--- src/pwm_ctrl_pkg.sv ---
// Shared constants, types and register map of the PWM cycle controller.
// Assumes a single 200 MHz system clock and an APB master with 32-bit data.
package pwm_ctrl_pkg;

    // ==========================================
    // Clock and widths
    localparam int unsigned CLK_HZ = 200_000_000;
    localparam int unsigned PER_W = 16;
    localparam logic [15:0] PER_MAX = 16'hFFFF;
    localparam int unsigned FLAG_W = 7;
    localparam int unsigned SYNC_W = 10;
    localparam logic [1:0] STRAP_WAIT = 2'h3;

    // ==========================================
    // Register map (byte addresses)
    localparam logic [7:0] CTRL_OFS = 8'h00;
    localparam logic [7:0] STAT_OFS = 8'h04;
    localparam logic [7:0] SKIP_OFS = 8'h08;
    localparam logic [7:0] TRIP_OFS = 8'h0C;
    localparam int unsigned CTRL_RUN_BIT = 0;
    localparam int unsigned CTRL_SKIP_BIT = 1;
    localparam logic [1:0] CTRL_RST = 2'h3;
    localparam int unsigned STAT_STATE_POS = 0;
    localparam int unsigned STAT_MODE_POS = 2;
    localparam int unsigned STAT_SKIP_POS = 4;
    localparam int unsigned STAT_SR_POS = 5;
    localparam int unsigned STAT_SHORT_POS = 6;
    localparam int unsigned STAT_VALID_POS = 7;

    // ==========================================
    // Types
    typedef enum logic [1:0] {DUTY_100, DUTY_75, DUTY_50} duty_mode_type;
    typedef enum logic [1:0] {HIC_RUN, HIC_PULLUP, HIC_SINK} hic_state_type;

    typedef struct packed {
        logic comp_low;
        logic pwm_trip;
        logic ilim_trip;
        logic hic_upper;
        logic hic_top;
        logic hic_bottom;
        logic ss_high;
    } analog_flags_type;

    typedef struct packed {
        logic primary_out_first;
        logic primary_out_second;
        logic rectifier_out_first;
        logic rectifier_out_second;
    } gate_type;

    typedef struct packed {
        logic charge_en;
        logic pullup_en;
        logic sink_en;
        logic ss_discharge;
    } hiccup_drive_type;

endpackage

--- src/pwm_skip_dutylimit_hiccup_ctrl.sv ---
// Switching-cycle control of a dual-output current-mode PWM controller.
// Assumes comparator flags and straps arrive asynchronously; APB on sys_clk.
//
// Behaviour
// Pulse skipping holds both primary outputs off for whole cycles.
// After soft-start, active rectifier outputs stay on through skipped cycles.
// Skipping during soft-start leaves rectifier outputs off.
// Skip only when error level is low and previous duty was under 25%.
// At 50% limit, skip both outputs equally to keep volt-second balance.
// Three-state strap picks 100%, 75% or 50% maximum duty.
// Second primary and rectifier outputs only work at 50% limit.
// External clock source should have 50% duty; 75% limit may vary.
// Pulse starts on clock event, ends on peak current comparator.
// Over current limit, each cycle turns on then off at threshold.
// Current limit trip charges hiccup node until cycle end.
// Delay phase keeps limiting until hiccup node reaches 0.6 V.
// At 0.6 V the soft-start node discharges and switching stops.
// After stopping, hiccup node is pulled up to 1 V.
// At 1 V a restart sink discharges node; no switching until 0.3 V.
// At 0.3 V a new soft-start begins.
// Rectifier outputs stay off until soft-start exceeds 1 V.
// External clock runs at twice switching rate; device switches at half.
// Comparator flags are synchronised to sys_clk before use.
// On-time is measured against period for previous-cycle duty status.
//
// Local design decisions: register access over APB and the address map.
module pwm_skip_dutylimit_hiccup_ctrl (
    // Clock and reset
    input wire logic sys_clk,
    input wire logic rst_b,
    // APB slave
    input wire logic psel,
    input wire logic penable,
    input wire logic pwrite,
    input wire logic [7:0] paddr,
    input wire logic [31:0] pwdata,
    output logic [31:0] prdata,
    output logic pready,
    output logic pslverr,
    // Analog side
    input wire pwm_ctrl_pkg::analog_flags_type flags_async,
    input wire logic clk_event_async,
    input wire logic strap_to_supply,
    input wire logic strap_to_ground,
    // Gate and hiccup drives
    output pwm_ctrl_pkg::gate_type gates,
    output pwm_ctrl_pkg::hiccup_drive_type hiccup_drive
);

    // ==========================================
    // Input synchronisers
    logic [9:0] sync1_q;
    logic [9:0] sync2_q;
    pwm_ctrl_pkg::analog_flags_type flg;
    logic ev_s;
    logic strap_hi_s;
    logic strap_lo_s;

    always_ff @(posedge sys_clk or negedge rst_b) begin
        if (!rst_b) begin
            sync1_q <= 10'h000;
            sync2_q <= 10'h000;
        end else begin
            sync1_q <= {strap_to_supply, strap_to_ground, clk_event_async, flags_async};
            sync2_q <= sync1_q;
        end
    end

    assign flg = sync2_q[6:0];
    assign ev_s = sync2_q[7];
    assign strap_lo_s = sync2_q[8];
    assign strap_hi_s = sync2_q[9];

    // ==========================================
    // Strap capture after reset release
    logic [1:0] strap_wait_q;
    logic strap_valid_q;
    pwm_ctrl_pkg::duty_mode_type mode_q;
    logic mode50;

    always_ff @(posedge sys_clk or negedge rst_b) begin
        if (!rst_b) begin
            strap_wait_q <= 2'h0;
            strap_valid_q <= 1'b0;
            mode_q <= pwm_ctrl_pkg::DUTY_75;
        end else if (!strap_valid_q) begin
            if (strap_wait_q == pwm_ctrl_pkg::STRAP_WAIT) begin
                strap_valid_q <= 1'b1;
                // Both ties at once is illegal; treated as open
                if (strap_hi_s && !strap_lo_s) begin
                    mode_q <= pwm_ctrl_pkg::DUTY_100;
                end else if (strap_lo_s && !strap_hi_s) begin
                    mode_q <= pwm_ctrl_pkg::DUTY_50;
                end else begin
                    mode_q <= pwm_ctrl_pkg::DUTY_75;
                end
            end else begin
                strap_wait_q <= strap_wait_q + 2'h1;
            end
        end
    end

    assign mode50 = (mode_q == pwm_ctrl_pkg::DUTY_50);

    // ==========================================
    // Registers
    logic [1:0] ctrl_q;
    logic [31:0] skip_cnt_q;
    logic [31:0] trip_cnt_q;
    logic wr_en;
    logic cnt_clr;

    assign wr_en = psel && penable && pready && pwrite;
    assign cnt_clr = wr_en && (paddr == pwm_ctrl_pkg::SKIP_OFS || paddr == pwm_ctrl_pkg::TRIP_OFS);

    always_ff @(posedge sys_clk or negedge rst_b) begin
        if (!rst_b) begin
            ctrl_q <= pwm_ctrl_pkg::CTRL_RST;
        end else if (wr_en && paddr == pwm_ctrl_pkg::CTRL_OFS) begin
            ctrl_q <= pwdata[1:0];
        end
    end

    // ==========================================
    // Switching cycle timing; one cycle per two clock events
    logic ev_prev_q;
    logic half_q;
    logic cyc_start;
    logic [15:0] period_cnt_q;
    logic [15:0] last_period_q;
    logic [15:0] on_cnt_q;
    logic [15:0] on_limit;
    logic prev_short_q;

    assign cyc_start = ev_s && !ev_prev_q && half_q;

    always_ff @(posedge sys_clk or negedge rst_b) begin
        if (!rst_b) begin
            ev_prev_q <= 1'b0;
            half_q <= 1'b0;
        end else begin
            ev_prev_q <= ev_s;
            if (ev_s && !ev_prev_q) begin
                half_q <= !half_q;
            end
        end
    end

    always_ff @(posedge sys_clk or negedge rst_b) begin
        if (!rst_b) begin
            period_cnt_q <= 16'h0000;
            last_period_q <= 16'h0000;
            prev_short_q <= 1'b0;
        end else if (cyc_start) begin
            period_cnt_q <= 16'h0000;
            last_period_q <= period_cnt_q;
            // Short when four times on-time stays below the period
            prev_short_q <= ({2'b00, on_cnt_q} << 2) < {2'b00, period_cnt_q};
        end else if (period_cnt_q != pwm_ctrl_pkg::PER_MAX) begin
            period_cnt_q <= period_cnt_q + 16'h0001;
        end
    end

    always_comb begin
        case (mode_q)
            pwm_ctrl_pkg::DUTY_100: on_limit = last_period_q;
            pwm_ctrl_pkg::DUTY_50: on_limit = last_period_q >> 1;
            default: on_limit = 16'((({2'b00, last_period_q} << 1) + {2'b00, last_period_q}) >> 2);
        endcase
    end

    // ==========================================
    // Hiccup sequencer
    pwm_ctrl_pkg::hic_state_type hic_q;
    logic run_ok;

    always_ff @(posedge sys_clk or negedge rst_b) begin
        if (!rst_b) begin
            hic_q <= pwm_ctrl_pkg::HIC_RUN;
        end else begin
            case (hic_q)
                pwm_ctrl_pkg::HIC_RUN: begin
                    if (flg.hic_upper) begin
                        hic_q <= pwm_ctrl_pkg::HIC_PULLUP;
                    end
                end
                pwm_ctrl_pkg::HIC_PULLUP: begin
                    if (flg.hic_top) begin
                        hic_q <= pwm_ctrl_pkg::HIC_SINK;
                    end
                end
                pwm_ctrl_pkg::HIC_SINK: begin
                    if (flg.hic_bottom) begin
                        hic_q <= pwm_ctrl_pkg::HIC_RUN;
                    end
                end
                default: hic_q <= pwm_ctrl_pkg::HIC_RUN;
            endcase
        end
    end

    assign run_ok = (hic_q == pwm_ctrl_pkg::HIC_RUN) && ctrl_q[pwm_ctrl_pkg::CTRL_RUN_BIT]
        && strap_valid_q;

    // ==========================================
    // Pulse generation and skipping
    logic phase_b_q;
    logic next_b;
    logic skip_q;
    logic skip_d;
    logic pulse_q;
    logic sr_active_q;

    assign next_b = mode50 && !phase_b_q;

    always_comb begin
        skip_d = skip_q;
        if (cyc_start && !next_b) begin
            skip_d = ctrl_q[pwm_ctrl_pkg::CTRL_SKIP_BIT] && flg.comp_low && prev_short_q;
        end
    end

    always_ff @(posedge sys_clk or negedge rst_b) begin
        if (!rst_b) begin
            phase_b_q <= 1'b0;
            skip_q <= 1'b0;
        end else if (cyc_start) begin
            phase_b_q <= next_b;
            // Decision taken on the first output holds for the pair
            skip_q <= skip_d;
        end
    end

    always_ff @(posedge sys_clk or negedge rst_b) begin
        if (!rst_b) begin
            pulse_q <= 1'b0;
            on_cnt_q <= 16'h0000;
        end else if (cyc_start) begin
            pulse_q <= run_ok && !skip_d;
            on_cnt_q <= 16'h0000;
        end else if (!run_ok || flg.pwm_trip || flg.ilim_trip
                     || (mode_q != pwm_ctrl_pkg::DUTY_100 && on_cnt_q >= on_limit)) begin
            pulse_q <= 1'b0;
        end else if (pulse_q) begin
            on_cnt_q <= on_cnt_q + 16'h0001;
        end
    end

    always_ff @(posedge sys_clk or negedge rst_b) begin
        if (!rst_b) begin
            sr_active_q <= 1'b0;
        end else if (!run_ok) begin
            sr_active_q <= 1'b0;
        end else if (flg.ss_high) begin
            sr_active_q <= 1'b1;
        end
    end

    // ==========================================
    // Outputs
    always_ff @(posedge sys_clk or negedge rst_b) begin
        if (!rst_b) begin
            gates <= '0;
        end else begin
            gates.primary_out_first <= pulse_q && !phase_b_q;
            gates.primary_out_second <= pulse_q && phase_b_q && mode50;
            gates.rectifier_out_first <= sr_active_q && !(pulse_q && !phase_b_q);
            gates.rectifier_out_second <= sr_active_q && mode50 && !(pulse_q && phase_b_q);
        end
    end

    always_ff @(posedge sys_clk or negedge rst_b) begin
        if (!rst_b) begin
            hiccup_drive <= '0;
        end else begin
            if (cyc_start || hic_q != pwm_ctrl_pkg::HIC_RUN) begin
                hiccup_drive.charge_en <= 1'b0;
            end else if (flg.ilim_trip) begin
                hiccup_drive.charge_en <= 1'b1;
            end
            hiccup_drive.pullup_en <= (hic_q == pwm_ctrl_pkg::HIC_PULLUP);
            hiccup_drive.sink_en <= (hic_q == pwm_ctrl_pkg::HIC_SINK);
            hiccup_drive.ss_discharge <= !run_ok;
        end
    end

    // ==========================================
    // Counters and APB answer
    always_ff @(posedge sys_clk or negedge rst_b) begin
        if (!rst_b) begin
            skip_cnt_q <= 32'h00000000;
            trip_cnt_q <= 32'h00000000;
        end else begin
            // Counting wins over a clear in the same cycle
            if (cyc_start && skip_d && run_ok) begin
                skip_cnt_q <= skip_cnt_q + 32'h00000001;
            end else if (cnt_clr && paddr == pwm_ctrl_pkg::SKIP_OFS) begin
                skip_cnt_q <= 32'h00000000;
            end
            if (flg.ilim_trip && pulse_q) begin
                trip_cnt_q <= trip_cnt_q + 32'h00000001;
            end else if (cnt_clr && paddr == pwm_ctrl_pkg::TRIP_OFS) begin
                trip_cnt_q <= 32'h00000000;
            end
        end
    end

    always_ff @(posedge sys_clk or negedge rst_b) begin
        if (!rst_b) begin
            pready <= 1'b0;
            pslverr <= 1'b0;
            prdata <= 32'h00000000;
        end else begin
            pready <= psel && !penable;
            pslverr <= 1'b0;
            prdata <= 32'h00000000;
            if (psel && !penable) begin
                if (paddr == pwm_ctrl_pkg::CTRL_OFS) begin
                    prdata <= {30'h0, ctrl_q};
                end else if (paddr == pwm_ctrl_pkg::STAT_OFS) begin
                    prdata[pwm_ctrl_pkg::STAT_STATE_POS +: 2] <= hic_q;
                    prdata[pwm_ctrl_pkg::STAT_MODE_POS +: 2] <= mode_q;
                    prdata[pwm_ctrl_pkg::STAT_SKIP_POS] <= skip_q;
                    prdata[pwm_ctrl_pkg::STAT_SR_POS] <= sr_active_q;
                    prdata[pwm_ctrl_pkg::STAT_SHORT_POS] <= prev_short_q;
                    prdata[pwm_ctrl_pkg::STAT_VALID_POS] <= strap_valid_q;
                end else if (paddr == pwm_ctrl_pkg::SKIP_OFS) begin
                    prdata <= skip_cnt_q;
                end else if (paddr == pwm_ctrl_pkg::TRIP_OFS) begin
                    prdata <= trip_cnt_q;
                end else begin
                    pslverr <= 1'b1;
                end
            end
        end
    end
endmodule // pwm_skip_dutylimit_hiccup_ctrl

--- config.mk ---
export PLATFORM = sky130hd
export DESIGN_NAME = pwm_skip_dutylimit_hiccup_ctrl
export DESIGN_NICKNAME = d
export VERILOG_FILES = /design/src/pwm_ctrl_pkg.sv /design/src/pwm_skip_dutylimit_hiccup_ctrl.sv
export SDC_FILE = /design/constraint.sdc
export NUM_CORES = 1
export LEC_CHECK = 0
export ABC_AREA = 1
export BUFFER_PORTS_ARGS = -buffer_cell sky130_fd_sc_hd__buf_4
export CORE_UTILIZATION = 25
export CTS_CLUSTER_DIAMETER = 200
export DETAILED_ROUTE_END_ITERATION = 16
export PLACE_DENSITY_LB_ADDON = 0.15
export SYNTH_ARGS = -nofsm -noshare
export SYNTH_HDL_FRONTEND = slang
export SYNTH_SLANG_ARGS = --single-unit
--- constraint.sdc ---
create_clock -name sys_clk -period 6.3 [get_ports sys_clk]
set_input_delay 0.315 -clock sys_clk [delete_from_list [all_inputs] [get_ports sys_clk]]
set_output_delay 0.315 -clock sys_clk [all_outputs]
set_load 0.1 [all_outputs]
==> flow_summary.toml <==
[outcome]
status = "finished with violations"
failed_checks = "negative hold slack"

[critical_path]
startpoint_type = "flop"
cpMostUsedCell = "nand2_1"
cp_slowest_stage_delay_ps = 470
crit_path_cell_trace = "nand2_1, inv_1, fa_1, nand2_1, nand2_1, and2_1, a21oi_1, nor2_1, o21bai_1, inv_1, ha_1, a21oi_1, nand2_1, nor2_1, nand2_1, nand2_1, nand2_1, nand2_1, nand2_2, nand3_1, nand2_1"
worst-path-buf-inv = 2
critical_path.top_delay_family = "simple AND/OR/NAND/NOR gates"
crit_type = "flop to flop"
cp_slowest_cell = "nand2_1"
worst-endpoint-required_ps = 6650
arrival_ps = 4280
crit_fanout = 17
worstSetupEndpointType = "flop"

[sta]
slew_viol_final = 0
fin_crit_sh_pct = 62.27
setup_viol = 0
hold_ws_ps = -24.73
finalHoldViolCount = 11
setup_ws_ps = 2377
fmaxAchievable_ghz = 0.2549
fin_worst_skew_ps = 11.64
period_needed_ps = 3923
finalSetupTns_ps = 0
rsz0062_at_grt = "no"
worst_slew_pin_slew_ps = 1015
relSlewSlack_pct = 31.83

[pwr]
power.internal_mw = 2.475
p_comb_share_pct = 29.8
worst_ir_drop_vdd_mv = 0.2712
p_clk_share_pct = 24.9
switching_share_pct = 42.74
power.leakage_nw = 6.070
power_density_nw_per_um2 = 336.6
p_seq_share_pct = 45.4
switchingPower_mw = 1.848

[route]
drt_pass1_iterations = 5
vias = 9869
drc = 0
ant_nets = 0
avgViaCountPerCell = 4.649
routedWlPerCell_um = 15.97
drtIter0Drc = 630
wirelength_mm = 33.90

[placed_design]
port_buffers = 66
dp_cells = 2081
place_hpwl_mm = 25.48
gp_congestion = 0.8247
pre_cts_slack_ps = 2382

[clock_network]
cts_buffer_depth = 2
htreeDepth = 4
cts_tree = "done"
cts_buffers = 17
clk_latency_ps = 460
clk_pin_slew_worst_paths_ps = 80
cts_root_buf = "clkbuf_16"
cts.sinks = 190
post_cts_resized = 0

[floorplan]
initial_core_util_pct = 25.53
die_w_um = 212.4
core_um2 = 43360
io_pins = 97
die_area_um2 = 45120
rows = 76
dieHeight_um = 212.4

[synthesis]
synth_nets = 1568
synth_adder_area_share_pct = 6.059
netlist_area_um2 = 11070
synth_xor_area_share_pct = 3.561
yosysTopAreaCellShare_pct = 42.27
ys_seq_area_share_pct = 42.99
synth_seq_cells = 190
muxShareOfSynthArea_pct = 0.1017
synth-compound-area-share_pct = 11.65
yosysTopAreaCell = "dfrtp_1"
synth_area_leaders = "dfrtp_1 42%, nand2_1 11%, nor2_1 6.0%, nand3_1 6.0%, ha_1 5.9%"
synth_cell_type_count = 43
synth_top_family_by_area = "simple AND/OR/NAND/NOR gates"
avgSynthCellArea_um2 = 7.582
synthCells = 1460
ys_warn_count = 0
synth_simple_gate_area_share_pct = 28.47

[layout]
n_antenna_cell = 0
drive_gt1_share_pct = 8.322
areaGrowthSynthToFinish_pct = 16.03
final_cells = 2123
finalNetCount = 1633
n_fill_cell = 4788

[grt]
top_usage_layer = "met1"
grt_overflow = 0
grt_pass1_wl_mm = 54.87
antenna_found_initial = 0
grt_use_met2_pct = 23.59
grt_pass1_vias = 9753
grt.total_usage_pct = 15.87
grt_max_degree = 117
use_met1_pct = 23.61
grt_util_met3_pct = 1.965

[min_path]
min_path_type = "input pin to async pin"

[run]
maxCapViolCount = 0
per-stage QoR:
stage	hold WS (ps)	util (%)	total power [mW]	area, um2
2_1_floorplan	19.41	-	2.774	11070
3_3_place_gp	334.5	28.10	3.250	12180
3_5_place_dp	334.7	28.10	3.262	12180
4_1_cts	28.81	29.62	4.369	12840
5_1_grt	55.31	29.62	4.644	12840
6_report	-24.73	29.62	4.323	12840
layout make-up:
class	instances	area (um2)	share of cell area [%]
Clock inverter	13	117.6	0.9157
Inverter	174	653.1	5.085
Clock buffer	19	442.9	3.449
Tap cell	585	732.0	5.699
Multi-Input combinational cell	1064	5523	43.00
Sequential cell	190	4758	37.05
Timing Repair Buffer	78	616.8	4.803
repair_timing:
action | CTS | global route
setup endpoints to repair | 0 | 0
hold endpoints to repair | 10 | 0
hold buffers | 10 | 0
setup buffers | 0 | 0
state kept, by name, indices dropped and copies added, names as in the netlist:
signal / flops
sync1_q: 10
prev_short_q: 1
pready: 1
gates: 4
skip_q: 1
half_q: 1
pslverr: 1
skip_cnt_q: 32
mode_q: 2
last_period_q: 16
sr_active_q: 1
hic_q: 2
phase_b_q: 1
pulse_q: 1
period_cnt_q: 16
ev_prev_q: 1
on_cnt_q: 16
prdata: 32
hiccup_drive: 4
strap_wait_q: 2
ctrl_q: 2
sync2_q: 10
strap_valid_q: 1
trip_cnt_q: 32
power groups by stage:
stage	Clock, mW	Combinational [mW]	Sequential (mW)
2_1_floorplan	0	0.873	1.90
3_3_place_gp	0	1.27	1.98
3_5_place_dp	0	1.29	1.97
4_1_cts	1.11	1.30	1.95
5_1_grt	1.16	1.47	2.01
6_report	1.08	1.29	1.96
metal layers:
layer  wire length (um)  up-vias
li1                   -     4981
met1              17690     4690
met2              14610      165
met3               1055       33
met4                541        0
met5                  0        -
worst reg2reg max path: stages (launching register included):
cell      delay, ps
dfrtp_1         460
nand2_1         120
inv_1            50
fa_1            380
nand2_1         100
nand2_1          80
and2_1          190
a21oi_1         180
nor2_1           60
o21bai_1        160
inv_1            60
ha_1            280
a21oi_1         210
nand2_1          80
nor2_1           90
nand2_1          50
nand2_1          80
nand2_1          50
nand2_1         470
nand2_2         410
nand3_1         180
nand2_1          70
cells by family after synthesis:
| kind of cell | Yosys count |
|---|---|
| fa+ha+maj | 53 |
| xor+xnor | 45 |
| compound gates | 236 |
| mux | 1 |
| flops | 190 |
| simple gates | 729 |
| buf+inv | 206 |
cell usage after synthesis, drive strengths merged:
cell type / instances
nand2: 327
dfrtp: 187
nor2: 180
inv: 173
nand3: 133
o21ai: 114
a21oi: 58
ha: 52
o22ai: 41
nor3: 36
xor2: 32
nand4: 31
buf: 18
clkbuf: 14
xnor2: 13
nand3b: 7
a21o: 6
nor3b: 5
nor4: 5
o31ai: 4
a31oi: 3
dfstp: 3
o21bai: 3
o221ai: 3
or2: 3
a22oi: 2
and2: 2
clkinv: 1
fa: 1
mux2: 1
o211ai: 1
o21a: 1
worst paths after layout:
path                       cells after the start              end  slack [ps]             start
min in group sys_clk                           2           pready          50           penable
min                                            1  period_cnt_q[9]         -20             rst_b
min reg2reg                                    0       sync2_q[0]         350        sync1_q[0]
max reg2reg                                   21      on_cnt_q[7]        2380  last_period_q[1]
max in group asynchronous                      2   skip_cnt_q[30]        4700             rst_b
max                                           21      on_cnt_q[7]        2380  last_period_q[1]
cells in the final DEF, fill, tap and decap left out, types with 3 or more instances in the layout:
master,n
inv_8,3
dfrtp_1,187
inv_1,158
inv_2,15
nor4_1,4
nand3b_1,7
nor2_1,177
ha_1,52
o21ai_1,45
clkinvlp_4,3
o221ai_1,3
nand2_1,324
nor3b_1,5
a21o_1,6
o31ai_1,4
clkbuf_16,17
nand3_1,131
a21oi_1,58
o21bai_1,3
nand2_2,3
nand4_1,31
a31oi_1,3
xnor2_1,13
xor2_1,32
o22ai_1,41
o21ai_0,69
dlygate4sd3_1,10
dfstp_2,3
buf_4,67
nor3_1,34
inv_6,5
No activity file was read; power rests on OpenSTA's default activity.
